===== config.mk =====
export PLATFORM = sky130hd
export DESIGN_NAME = sync_serial_rx_slave_sleep
export DESIGN_NICKNAME = d
export VERILOG_FILES = /design/src/hdl/sync_serial_pkg.sv /design/src/hdl/sync_serial_rx_slave_sleep.sv
export SDC_FILE = /design/constraint.sdc
export NUM_CORES = 1
export LEC_CHECK = 0
export ABC_AREA = 1
export BUFFER_PORTS_ARGS = -buffer_cell sky130_fd_sc_hd__buf_2
export CAP_MARGIN = 20
export CORE_MARGIN = 2
export CORE_UTILIZATION = 51
export CTS_CLUSTER_DIAMETER = 120
export DETAILED_ROUTE_END_ITERATION = 7
export PLACE_DENSITY = 0.76
export SLEW_MARGIN = 20
export SYNTH_ARGS = -nofsm -noshare
export SYNTH_HDL_FRONTEND = slang
export SYNTH_SLANG_ARGS = --single-unit

===== constraint.sdc =====
create_clock -name aclk -period 2.94 [get_ports aclk]
set_input_delay 0.735 -clock aclk [delete_from_list [all_inputs] [get_ports aclk]]
set_output_delay 0.735 -clock aclk [all_outputs]
set_load 0.05 [all_outputs]

===== src/hdl/sync_serial_pkg.sv =====
// Shared constants, carriers and types for the synchronous serial block
package sync_serial_pkg;
    // ------------------------------------------------------------------
    // Register map (byte addresses on the AXI4-Lite port)
    // ------------------------------------------------------------------
    localparam int          ADDR_W      = 8;
    localparam logic [7:0]  ADDR_CTRL   = 8'h00;  // Control bits
    localparam logic [7:0]  ADDR_STATUS = 8'h04;  // Status, read only
    localparam logic [7:0]  ADDR_RXDATA = 8'h08;  // Received data, pops
    localparam logic [7:0]  ADDR_TXDATA = 8'h0c;  // Transmit data, write
    localparam logic [1:0]  RESP_OKAY   = 2'h0;
    localparam logic [1:0]  RESP_SLVERR = 2'h2;
    localparam logic [31:0] ZERO_WORD   = 32'h0000_0000;

    // ------------------------------------------------------------------
    // Character and FIFO sizes
    // ------------------------------------------------------------------
    localparam logic [3:0]  BITS_8      = 4'h8;   // Plain character
    localparam logic [3:0]  BITS_9      = 4'h9;   // Character with bit 9
    localparam logic [1:0]  FIFO_DEPTH  = 2'h2;   // Receive FIFO words

    // ------------------------------------------------------------------
    // Timing: master shift clock half period
    // ------------------------------------------------------------------
    localparam int          CLK_NS      = 10;     // System clock period
    localparam int          HALF_NS     = 60;     // Master clock half
    localparam logic [7:0]  HALF_CYC    =
        8'((HALF_NS + CLK_NS - 1) / CLK_NS);

    // ------------------------------------------------------------------
    // Types
    // ------------------------------------------------------------------
    // Control register, bit 31 downward
    typedef struct packed {
        logic [19:0] unused;                       // Reads as zero
        logic        sleep_mode;                   // Bit 11
        logic        transmit_interrupt_enable;    // Bit 10
        logic        receive_interrupt_enable;     // Bit 9
        logic        transmit_ninth_bit;           // Bit 8
        logic        ninth_bit_transmit_enable;    // Bit 7
        logic        transmit_enable;              // Bit 6
        logic        ninth_bit_receive_enable;     // Bit 5
        logic        continuous_receive_enable;    // Bit 4
        logic        single_receive_enable;        // Bit 3
        logic        clock_source_select;          // Bit 2
        logic        mode_select;                  // Bit 1
        logic        serial_port_enable;           // Bit 0
    } ctrl_t;

    // Pins sampled from outside
    typedef struct packed {
        logic shift_clock_pin;                     // Clock line level
        logic serial_data_pin;                     // Data line level
    } pins_in_t;

    // Pin drive and enables
    typedef struct packed {
        logic shift_clock_out;
        logic shift_clock_oe;
        logic serial_data_out;
        logic serial_data_oe;
    } pins_out_t;

    // Operating mode of the port
    typedef enum logic [1:0] {
        MODE_OFF       = 2'b00,
        MODE_MASTER_RX = 2'b01,
        MODE_SLAVE_RX  = 2'b10,
        MODE_SLAVE_TX  = 2'b11
    } mode_t;
endpackage


===== src/hdl/sync_serial_rx_slave_sleep.sv =====
// Synchronous serial port: master/slave receive, slave transmit, sleep
//
// The AXI4-Lite slave port and the address map were decided locally.
`timescale 1ns/1ns
`default_nettype none
// Functional notes
// - Two-deep receive FIFO; third character sets overrun
// - Overrun keeps FIFO; no more characters accepted
// - Single-mode overrun clears on received-data read
// - Continuous-mode overrun clears by disabling receive/port
// - Nine-bit reception shifts nine bits per character
// - Ninth-bit status shows oldest unread character
// - Completed character sets receive flag, interrupt
// - Slave takes clock from pin, driver off
// - Data changes leading edge, valid trailing
// - Slave mode: sync, clock source 0, enabled
// - Both receive enables clear means transmit
// - Slave receive always continuous; single alone only makes overrun clear on read
// - Slave transmit shifts only on master clocks
// - Second word held, transmit flag stays clear
// - Word done: held byte loads, flag sets
// - Writing transmit data clears transmit flag only while shift register busy
// - Only slave mode shifts during sleep
// - Slave receive in sleep sets flag, wakes
// - Receive flag set while FIFO unread
// - Master single receive self-clears; continuous wins
// - Data sampled on trailing clock edge
module sync_serial_rx_slave_sleep (
    input  wire logic                            aclk,
    input  wire logic                            aresetn,
    input  wire logic [sync_serial_pkg::ADDR_W-1:0] s_axi_awaddr,
    input  wire logic                            s_axi_awvalid,
    output logic                                 s_axi_awready,
    input  wire logic [31:0]                     s_axi_wdata,
    input  wire logic [3:0]                      s_axi_wstrb,
    input  wire logic                            s_axi_wvalid,
    output logic                                 s_axi_wready,
    output logic [1:0]                           s_axi_bresp,
    output logic                                 s_axi_bvalid,
    input  wire logic                            s_axi_bready,
    input  wire logic [sync_serial_pkg::ADDR_W-1:0] s_axi_araddr,
    input  wire logic                            s_axi_arvalid,
    output logic                                 s_axi_arready,
    output logic [31:0]                          s_axi_rdata,
    output logic [1:0]                           s_axi_rresp,
    output logic                                 s_axi_rvalid,
    input  wire logic                            s_axi_rready,
    input  wire sync_serial_pkg::pins_in_t       pins_i,
    output sync_serial_pkg::pins_out_t           pins_o,
    output logic                                 irq
);
    import sync_serial_pkg::*;

    // ------------------------------------------------------------------
    // State
    // ------------------------------------------------------------------
    typedef struct packed {
        ctrl_t             ctrl;       // Software control bits
        logic              sck_s1;     // Clock synchroniser, first
        logic              sck_s2;     // Clock synchroniser, second
        logic              sck_s3;     // Previous level for edges
        logic              dat_s1;     // Data synchroniser, first
        logic              dat_s2;     // Data synchroniser, second
        logic              mclk;       // Master clock level
        logic [7:0]        mdiv;       // Master half period count
        logic [3:0]        rbits;      // Receive bit index
        logic [8:0]        receive_shift_register;        // Receive shift register
        logic [1:0][8:0]   fifo;       // Receive FIFO slots
        logic [1:0]        fcnt;       // Words held in FIFO
        logic              head;       // Oldest slot
        logic              overrun_error_flag;       // Overrun error flag
        logic              overrun_error_flag_single; // Overrun came in single mode
        logic [8:0]        transmit_shift_register;        // Transmit shift register
        logic              tsr_busy;   // Shift register loaded
        logic [3:0]        tbits;      // Bits driven so far
        logic [8:0]        hold;       // Transmit data register
        logic              hold_full;  // Held byte waiting
        logic              dout;       // Data pin drive
        logic              aw_full;    // Write address captured
        logic [7:0]        awaddr;
        logic              w_full;     // Write data captured
        logic [31:0]       wdata;
        logic [3:0]        wstrb;
        logic              aw_rdy;
        logic              w_rdy;
        logic              ar_rdy;
        logic              bvalid;
        logic [1:0]        bresp;
        logic              rvalid;
        logic [31:0]       rdata;
        logic [1:0]        rresp;
        pins_out_t         pins;
        logic              irq;
    } state_t;

    state_t s;                         // Registered state
    state_t n;                         // Next state
    mode_t  mode;                      // Decoded operating mode
    logic   rx_done;                   // Character completed
    logic   pop;                       // Received-data read pops
    logic   tx_done;                   // Transmit word finished
    logic   wr_tx;                     // Transmit data write
    logic   lead;                      // Leading shift clock edge
    logic   trail;                     // Trailing shift clock edge

    // ------------------------------------------------------------------
    // Next-state logic
    // ------------------------------------------------------------------
    always_comb begin
        logic       wr_go;
        logic [3:0] rx_n;
        logic [3:0] tx_n;
        logic [8:0] ch;
        logic [7:0] wa;
        wr_go   = 1'b0;
        rx_n    = BITS_8;
        tx_n    = BITS_8;
        ch      = 9'h000;
        wa      = 8'h00;
        n       = s;
        rx_done = 1'b0;
        pop     = 1'b0;
        tx_done = 1'b0;
        wr_tx   = 1'b0;
        lead    = 1'b0;
        trail   = 1'b0;

        // Pin synchronisers; first flops feed only the second
        n.sck_s1 = pins_i.shift_clock_pin;
        n.sck_s2 = s.sck_s1;
        n.sck_s3 = s.sck_s2;
        n.dat_s1 = pins_i.serial_data_pin;
        n.dat_s2 = s.dat_s1;

        // Mode decode
        if (!s.ctrl.serial_port_enable || !s.ctrl.mode_select) begin
            mode = MODE_OFF;
        end else if (s.ctrl.clock_source_select) begin
            // Master only receives here; transmit direction idles
            mode = (s.ctrl.single_receive_enable ||
                    s.ctrl.continuous_receive_enable) ?
                   MODE_MASTER_RX : MODE_OFF;
        end else if (s.ctrl.single_receive_enable ||
                     s.ctrl.continuous_receive_enable) begin
            mode = MODE_SLAVE_RX;      // Single alone still runs
        end else begin
            mode = MODE_SLAVE_TX;
        end

        // Character lengths
        rx_n = s.ctrl.ninth_bit_receive_enable ? BITS_9 : BITS_8;
        tx_n = s.ctrl.ninth_bit_transmit_enable ? BITS_9 : BITS_8;

        // Shift clock edges
        case (mode)
            MODE_MASTER_RX: begin
                // Master clock stops in sleep or on overrun
                if (!s.ctrl.sleep_mode && !s.overrun_error_flag) begin
                    if (s.mdiv == HALF_CYC - 8'h01) begin
                        n.mdiv = 8'h00;
                        n.mclk = ~s.mclk;
                        lead   = ~s.mclk;
                        trail  = s.mclk;
                    end else begin
                        n.mdiv = s.mdiv + 8'h01;
                    end
                end
            end
            MODE_SLAVE_RX, MODE_SLAVE_TX: begin
                // Edges of the synchronised pin, once each
                lead   = s.sck_s2 & ~s.sck_s3;
                trail  = ~s.sck_s2 & s.sck_s3;
                n.mclk = 1'b0;
                n.mdiv = 8'h00;
            end
            default: begin
                n.mclk = 1'b0;
                n.mdiv = 8'h00;
            end
        endcase

        // Receive shifting; partial character dropped when idle
        if ((mode != MODE_MASTER_RX && mode != MODE_SLAVE_RX) ||
            s.overrun_error_flag) begin
            n.rbits = 4'h0;
        end else if (trail) begin
            // Sample data on trailing edge
            ch           = s.receive_shift_register;
            ch[s.rbits]  = s.dat_s2;
            n.receive_shift_register        = ch;
            if (s.rbits == rx_n - 4'h1) begin
                rx_done = 1'b1;
                n.rbits = 4'h0;
                if (!s.ctrl.ninth_bit_receive_enable) begin
                    ch[8] = 1'b0;
                end
            end else begin
                n.rbits = s.rbits + 4'h1;
            end
        end

        // Register bus: channel capture and response release
        if (s_axi_awvalid && s.aw_rdy) begin
            n.aw_full = 1'b1;
            n.awaddr  = s_axi_awaddr;
        end
        if (s_axi_wvalid && s.w_rdy) begin
            n.w_full = 1'b1;
            n.wdata  = s_axi_wdata;
            n.wstrb  = s_axi_wstrb;
        end
        if (s.bvalid && s_axi_bready) begin
            n.bvalid = 1'b0;
        end
        if (s.rvalid && s_axi_rready) begin
            n.rvalid = 1'b0;
        end

        // Read channel; received-data read pops the FIFO
        if (s_axi_arvalid && s.ar_rdy) begin
            n.rvalid = 1'b1;
            n.rresp  = RESP_OKAY;
            n.rdata  = ZERO_WORD;
            case (s_axi_araddr)
                ADDR_CTRL:   n.rdata = s.ctrl;
                ADDR_STATUS: n.rdata = {25'h0, s.fcnt, s.tsr_busy,
                                        ~s.hold_full, s.fcnt != 2'h0,
                                        s.fifo[s.head][8], s.overrun_error_flag};
                ADDR_RXDATA: begin
                    n.rdata = {24'h0, s.fifo[s.head][7:0]};
                    pop     = (s.fcnt != 2'h0);
                end
                default:     n.rresp = RESP_SLVERR;
            endcase
        end

        // Receive FIFO pop and push
        if (pop) begin
            n.head = ~s.head;
        end
        if (rx_done && s.fcnt == FIFO_DEPTH && !pop) begin
            // Third character: keep stored words
            n.overrun_error_flag        = 1'b1;
            n.overrun_error_flag_single = s.ctrl.single_receive_enable &
                            ~s.ctrl.continuous_receive_enable;
        end else if (rx_done) begin
            n.fifo[s.head ^ s.fcnt[0]] = ch;
        end
        n.fcnt = s.fcnt - {1'b0, pop} +
                 {1'b0, rx_done && !(s.fcnt == FIFO_DEPTH && !pop)};

        // Overrun clearing
        if (s.overrun_error_flag && s.overrun_error_flag_single && pop) begin
            n.overrun_error_flag = 1'b0;
        end
        if (s.overrun_error_flag && !s.overrun_error_flag_single &&
            !s.ctrl.continuous_receive_enable) begin
            n.overrun_error_flag = 1'b0;
        end

        // Master single receive ends after one character
        if (mode == MODE_MASTER_RX && rx_done) begin
            n.ctrl.single_receive_enable = 1'b0;
        end

        // Slave transmit shifts only on pin clocks
        if (mode == MODE_SLAVE_TX && s.ctrl.transmit_enable &&
            s.tsr_busy) begin
            if (lead) begin
                n.dout  = s.transmit_shift_register[s.tbits];
                n.tbits = s.tbits + 4'h1;
            end else if (trail && s.tbits == tx_n) begin
                // Word out: held byte moves in
                tx_done     = 1'b1;
                n.tbits     = 4'h0;
                n.transmit_shift_register       = s.hold;
                n.tsr_busy  = s.hold_full;
                n.hold_full = 1'b0;
            end
        end

        // Write commit once address and data are both in
        wr_go = n.aw_full && n.w_full && !s.bvalid;
        if (wr_go) begin
            wa        = n.awaddr;
            n.aw_full = 1'b0;
            n.w_full  = 1'b0;
            n.bvalid  = 1'b1;
            n.bresp   = RESP_OKAY;
            case (wa)
                ADDR_CTRL: begin
                    if (n.wstrb[0]) begin
                        n.ctrl[7:0] = n.wdata[7:0];
                    end
                    if (n.wstrb[1]) begin
                        n.ctrl[11:8] = n.wdata[11:8];
                    end
                end
                ADDR_TXDATA: begin
                    wr_tx = n.wstrb[0];
                end
                ADDR_STATUS, ADDR_RXDATA: ;
                default: n.bresp = RESP_SLVERR;
            endcase
        end

        // Transmit data write: empty shift register loads at once
        if (wr_tx) begin
            if (!n.tsr_busy) begin
                n.transmit_shift_register      = {s.ctrl.transmit_ninth_bit, n.wdata[7:0]};
                n.tsr_busy = 1'b1;
                n.tbits    = 4'h0;
            end else if (!n.hold_full) begin
                // Second word waits, flag clears
                n.hold      = {s.ctrl.transmit_ninth_bit, n.wdata[7:0]};
                n.hold_full = 1'b1;
            end
        end

        // Port disable resets FIFO, overrun, receive and transmit state
        if (!n.ctrl.serial_port_enable) begin
            n.fcnt      = 2'h0;
            n.head      = 1'b0;
            n.overrun_error_flag      = 1'b0;
            n.rbits     = 4'h0;
            n.tsr_busy  = 1'b0;
            n.hold_full = 1'b0;
            n.tbits     = 4'h0;
            n.dout      = 1'b0;
        end

        // Pin drivers: slave never drives clock
        n.pins.shift_clock_out = n.mclk;
        n.pins.shift_clock_oe  = n.ctrl.serial_port_enable &
                                 n.ctrl.mode_select &
                                 n.ctrl.clock_source_select;
        n.pins.serial_data_out = n.dout;
        n.pins.serial_data_oe  = (mode == MODE_SLAVE_TX) &
                                 n.ctrl.transmit_enable &
                                 n.pins.shift_clock_oe == 1'b0;

        // Interrupt request, also the wake source
        n.irq = ((n.fcnt != 2'h0) &
                 n.ctrl.receive_interrupt_enable) |
                (~n.hold_full & n.ctrl.transmit_enable &
                 n.ctrl.transmit_interrupt_enable);

        // Channel readiness for the next cycle
        n.aw_rdy = ~n.aw_full;
        n.w_rdy  = ~n.w_full;
        n.ar_rdy = ~n.rvalid;
    end

    // ------------------------------------------------------------------
    // State register
    // ------------------------------------------------------------------
    always_ff @(posedge aclk) begin
        if (!aresetn) begin
            s <= '0;
        end else begin
            s <= n;
        end
    end

    // Outputs straight from the state register
    assign s_axi_awready = s.aw_rdy;
    assign s_axi_wready  = s.w_rdy;
    assign s_axi_bvalid  = s.bvalid;
    assign s_axi_bresp   = s.bresp;
    assign s_axi_arready = s.ar_rdy;
    assign s_axi_rvalid  = s.rvalid;
    assign s_axi_rdata   = s.rdata;
    assign s_axi_rresp   = s.rresp;
    assign pins_o        = s.pins;
    assign irq           = s.irq;
endmodule
`default_nettype wire


==> impl_metrics.yaml, run 1 <==
outcome:
  run_status: "finished clean"
sta:
  setup_viol: 0
  drv_slew: 0
  finalSetupTns_ns: 0
  hold_violations: 0
  setup_slack_ns: 0.288
  final.period_utilization_pct: 90.2
  timing_worst_slew_pin_value_ns: 0.532
  timing.fmax_mhz: 377
  worst_slew_margin_rel_pct: 64.2
  grt_setup_unrepaired: "false"
  period_needed_ns: 2.65
  finClkSkew_ns: 0.00851
synthesis:
  synth_commonest_cells: "nand2_1, dfxtp_1, nor2_1"
  synth-seq-cells: 133
  synth-edff-count: 0
  ys_async_sr_fraction_pct: 0
  post-synth-top-count-cell: "nand2_1"
  yosys.cell_types.count: 51
  synth_top_flop_cell: "dfxtp_1"
  synth_area_leader_cell: "dfxtp_1"
  netlist_top_cells_area: "dfxtp_1, nand2_1, nor2_1"
  synth.cell_area_um2: 6500
  syn_avg_cell_area_um2: 7.38
  synth.yosys.seq_area_share_pct: 40.9
  synthesis.yosys.warnings: 0
  synthCells: 882
  area_share_of_the_largest_cell_type_after_synthesis_pct: 40.9
clocking:
  clk_transition_reported_paths_ns: 0.05
  cts_tree: "built"
  worstSkewPairLatency_ns: 0.43
  cts_inserted_buffers: 17
  cts_htree_levels: 4
  clk_path_buf_depth: 2
  clock-root-buffer: "clkbuf_16"
  cts_sinks: 133
worst_setup_path:
  timing.critical_path.fanout_max: 3
  critPathTopFamily: "simple AND/OR/NAND/NOR gates"
  timing.setup.critical_path_class: "reg2reg"
  startpoint_type: "register"
  delay_of_the_slowest_cell_on_the_worst_path_ns: 0.38
  end_kind: "register"
  critical_path_buf_inv_count: 5
  worst_ep_required_time_ns: 3.26
  worstPathArrival_ns: 2.97
  worstPathCellList: "inv_1, o21ai_0, inv_1, nor3_2, ha_1, nand2_1, inv_1, nand3_2, a21oi_4, nand3_2, nor2_8, inv_1, ha_1, inv_1, ha_1, xor2_1, nand2_1, nand3b_1, nand2_1"
  timing.critical_path.slowest_stage_cell: "dfxtp_1"
  critical-path-top-cell-by-count: "inv_1"
power_and_ir_drop:
  switching_share_pct: 23.0
  power.share.sequential_pct: 40.7
  power_per_cell_area_nw_per_um2: 609
  ir_worst_vdd_mv: 0.395
  netSwitchingPower_mw: 1.05
  internal_power_mw: 3.51
  pwr-share-comb_pct: 8.0
  pwr-share-clk_pct: 51.2
  power.leakage_nw: 3.40
global_route:
  grt_max_degree: 24
  antenna_found_initial: 0
  grt_remaining_overflow: 0
  gr-usage-all-layers_pct: 22.2
  first_pass_grt_wire_length_mm: 23.4
  first_global_vias: 4925
flow_run:
  cap_viol_max_count: 0
route:
  detail_route.first_pass.iterations: 5
  routed_wl_mm: 14.2
  detailroute.via_count: 5533
  drtIter0Drc: 359
  post_drt_via_cell_ratio: 4.92
  ant_nets: 0
  drt_drc_violations_left: 0
  post_drt_wl_per_cell_um: 12.7
cells_and_area:
  layout-area-overhead-vs-synth_pct: 15.0
  final-seq-area_um2: 2660
  diodes: 0
  finish.net_count: 1013
  multi_input_comb_area_um2: 3140
  n_fill_cell: 1146
  drive_above_1_share_pct: 18.6
floorplanning:
  die_height_um: 117
  start_util_pct: 52.0
  core.rowCount: 41
  io-pin-count: 107
  die_x_um: 117
  core_um2: 12500
  fp.dieArea_um2: 13700
place:
  gp_congestion: 0.857
  pre_cts_slack_ns: 0.0867
  hpwlAfterDp_mm: 10.3
  placement.io_buffers: 62
min_path:
  hold_path_class: "reg2reg"
[flip-flops by register name, summed over array words and instances (netlist names)]
name / cells
pins_o: 4
s_axi_bvalid: 1
s_axi_awready: 1
s_axi_rdata: 12
irq: 1
s_axi_arready: 1
n: 3
s_axi_rresp: 1
s: 106
s_axi_bresp: 1
s_axi_wready: 1
s_axi_rvalid: 1
[worst min-delay path: stages, from the launching register on]
cell     delay [ns]
dfxtp_1        0.30
nand2_1        0.05
inv_1          0.04
[kinds of logic after synthesis]
family          count (synthesis)  synth area share (%)
compound gates                157                  13.3
xor+xnor                        9                  1.21
fa+ha+maj                      12                  2.31
buf+inv                       159                  12.1
flops                         133                  40.9
mux                             6                 0.923
other cells                     1                0.0576
simple gates                  405                  29.2
[cells in the final DEF, fill, tap and decap left out, types with 7 or more instances in the layout]
master and instances:
a21oi_1 73, conb_1 22, inv_1 88, clkbuf_16 17, nand2_2 14, buf_2 62, dfxtp_1 133, nand3_1 37
nor2_1 113, buf_4 18, ha_1 12, inv_2 7, nor3_1 11, o21ai_0 52, o21ai_1 11, nand2_1 175
or2_2 12
[layout make-up]
type                            count  area share (%)
Timing Repair Buffer               80            5.95
Tap cell                          172            2.88
Clock buffer                       23            6.39
Multi-Input combinational cell    611            42.0
Clock inverter                      9            2.31
Inverter                           97            4.93
Sequential cell                   133            35.6
[metal layers]
metal	share of wire [%]	vias up	global-route usage, %
li1	-	2881	-
met1	48	2485	30.3
met2	44	147	34.0
met3	6.1	20	6.28
met4	1.6	0	7.22
met5	0	-	0
[through the flow]
stage | power [mW] | hold slack [ns] | instances | utilization [%] | cell area, µm²
after floorplan | 2.20 | 0.390 | 903 | - | 6580
after global placement | 2.26 | 0.399 | 1093 | 54.5 | 6830
after detailed placement | 2.26 | 0.401 | 1093 | 54.5 | 6830
after CTS | 4.59 | 0.413 | 1125 | 59.7 | 7480
after global routing | 4.70 | 0.450 | 1125 | 59.8 | 7480
final | 4.56 | 0.413 | 1125 | 59.8 | 7480
[final timing paths]
kind           from     end  slack, ns  cells after the start
max reg2reg  s[169]     irq       0.29                     19
max          s[169]     irq       0.29                     19
min reg2reg  n[162]  s[162]       0.41                      2
min          n[162]  s[162]       0.41                      2
[repair_timing]
action | CTS | global route
hold buffers | 0 | 0
gates resized for setup | 0 | 1
endpoints found under the setup margin | 0 | 1
buffers inserted | 0 | 0
[power groups by stage]
stage          clock network, mW  logic [mW]  registers, mW
2_1_floorplan                  0       0.289           1.91
3_3_place_gp                   0       0.361           1.90
6_report                    2.34       0.366           1.86
5_1_grt                     2.43       0.407           1.86
3_5_place_dp                   0       0.365           1.90
4_1_cts                     2.37       0.367           1.86
Power figures use the tool's default switching activity.
==> run 2, diff against run 1 <==
--- a/config.mk
+++ b/config.mk
@@ -8,10 +8,10 @@
 export ABC_AREA = 1
 export BUFFER_PORTS_ARGS = -buffer_cell sky130_fd_sc_hd__buf_2
 export CAP_MARGIN = 20
-export CORE_MARGIN = 2
 export CORE_UTILIZATION = 51
 export CTS_CLUSTER_DIAMETER = 120
 export DETAILED_ROUTE_END_ITERATION = 7
+export MAX_ROUTING_LAYER = met4
 export PLACE_DENSITY = 0.76
 export SLEW_MARGIN = 20
 export SYNTH_ARGS = -nofsm -noshare
==> run 2 against run 1 <==
Net effect:
- core utilization increased by 0.47 points
- clock-buffer cell count is 2 lower
- worst hold slack got worse by 0.0024 ns
- final cell count down 0.71%
- die area decreased by 3.4%
- sequential share of layout area increased by 0.60 points
- sequential power about the same
- first-iteration DRC count up 40%
- routed wire length increased by 2.9%
- design area decreased by 1.7%
- fmax decreased by 1.1%
- combinational power shrank 1%
- critical endpoint unchanged
==> impl_metrics.yaml, run 2 (synthesized netlist as in run 1, its figures left out) <==
route:
  drt_drc_violations_left: 0
  post_drt_wl_per_cell_um: 13.1
  drtIter0Drc: 502
  ant_nets: 0
  routed_wl_mm: 14.7
  post_drt_via_cell_ratio: 5.02
  detail_route.first_pass.iterations: 6
  detailroute.via_count: 5611
cells_and_area:
  final_cell_mix: "nand2_1, dfxtp_1, nor2_1"
  final_cells: 1117
  largest_register_ff_count: 106
  postLayoutCoreUtil_pct: 60.3
  design_area_um2: 7360
  drive_above_1_share_pct: 18.3
  n_fill_cell: 1170
  diodes: 0
  top_register: "s"
  layout-area-overhead-vs-synth_pct: 13.1
  mostFrequentLayoutCell: "nand2_1"
  finish.net_count: 1009
clocking:
  cts.repair_timing.setup_buffer_count: 0
  clk_transition_reported_paths_ns: 0.06
  cts_tree: "built"
  clk_path_buf_depth: 2
  worstSkewPairLatency_ns: 0.43
  cts_htree_levels: 4
  clock-root-buffer: "clkbuf_16"
  cts_inserted_buffers: 17
  cts_sinks: 133
floorplanning:
  io-pin-count: 107
  start_util_pct: 53.3
  core_um2: 12200
  core.rowCount: 40
  fp.dieArea_um2: 13200
  die_x_um: 115
  die_height_um: 115
power_and_ir_drop:
  ir_worst_vdd_mv: 0.390
  power.leakage_nw: 3.33
  power_per_cell_area_nw_per_um2: 575
  finalPower_mw: 4.23
worst_setup_path:
  worst_ep_required_time_ns: 3.26
  crit_start: "s[169]"
  worstPathArrival_ns: 3.00
  worstReg2RegStart: "s[169]"
  timing.critical_path.slowest_stage_cell: "dfxtp_1"
  regToRegEndpoint: "irq"
  worst-r2r-setup-slack_ns: 0.26
  timing.critical_path.fanout_max: 3
  critical_path_buf_inv_count: 5
  worst-r2r-cell-count: 19
  worstPathCellList: "inv_1, o21ai_0, inv_1, nor3_2, ha_1, nand2_1, inv_1, nand3_2, a21oi_4, nand3_2, nor2_8, inv_1, ha_1, inv_1, ha_1, xor2_1, nand2_1, nand3b_1, nand2_1"
  end_kind: "register"
  critPathTopFamily: "simple AND/OR/NAND/NOR gates"
  startpoint_type: "register"
  timing.setup.critical_path_class: "reg2reg"
  delay_of_the_slowest_cell_on_the_worst_path_ns: 0.37
  critical-path-top-cell-by-count: "inv_1"
place:
  pre_cts_slack_ns: 0.147
  dpl-instance-area_um2: 6790
  placement.io_buffers: 62
  gp_congestion: 0.827
  place.detailed.instances: 1085
  hpwlAfterDp_mm: 10.4
global_route:
  gr-usage-all-layers_pct: 24.6
  grt_remaining_overflow: 0
  grt_max_degree: 29
  first_global_vias: 5100
  antenna_found_initial: 0
  first_pass_grt_wire_length_mm: 24.4
min_path:
  hold_end: "s[162]"
  min-delay-start: "n[162]"
  hold_path_class: "reg2reg"
  hold_depth: 2
sta:
  hold_violations: 0
  drv_slew: 0
  grt_setup_unrepaired: "false"
  timing_worst_slew_pin_value_ns: 0.560
  setup_viol: 0
  final.period_utilization_pct: 91.2
  finalSetupTns_ns: 0
  setup_slack_ns: 0.259
  period_needed_ns: 2.68
  finClkSkew_ns: 0.00892
  whs_ns: 0.410
  worst_slew_margin_rel_pct: 62.2
  timing.fmax_mhz: 373
flow_run:
  cap_viol_max_count: 0
outcome:
  run_status: "finished clean"
run 2: changes by cell type in the layout (fill, tap and decap cells not counted):
cell	before	now
buf_4	18	14
bufinv_16	5	1
clkinvlp_4	1	5
clkbuf_8	3	2
clkbuf_1	3	2
inv_6	0	2
run 2: how the worst max path moves through the flow:
stage	end	slack, ns	depth (start not counted)
after floorplan	irq	0.14	18
after global placement	irq	0.15	11
after detailed placement	irq	0.15	11
after CTS	irq	0.19	19
after global routing	irq	0.02	19
final	irq	0.26	19
run 2: report_power, final:
group	internal (mW)	total, mW	switching, mW
sequential	1.84	1.86	0.0160
clock	1.21	2.01	0.808
combinational	0.0953	0.362	0.266
run 2: metal layers:
| layer | share of wire [%] | up-vias | global-route usage [%] |
|---|---|---|---|
| met5 | 0 | - | - |
| met4 | 1.4 | 0 | 9.18 |
| met3 | 6.0 | 19 | 6.43 |
| met2 | 45 | 175 | 36.1 |
| met1 | 48 | 2543 | 32.5 |
| li1 | - | 2874 | - |
run 2: cell type report:
type	instances	area, µm²	share of cell area [%]
clock buffers	21	460	6.26
well taps	168	210	2.86
clock inverters	11	100	1.36
inverters	97	369	5.02
flip-flops and latches	133	2660	36.2
multi-input cells	611	3140	42.7
repair buffers	76	415	5.65
run 2: timing repair:
action	in CTS	in global routing
hold endpoints to repair	0	0
endpoints found under the setup margin	0	1
hold buffers	0	0
resized for setup	0	1
run 2: tightest hold or removal path, stage by stage, from the launching register on:
cell and delay [ns]:
dfxtp_1 0.30, nand2_1 0.04, inv_1 0.04
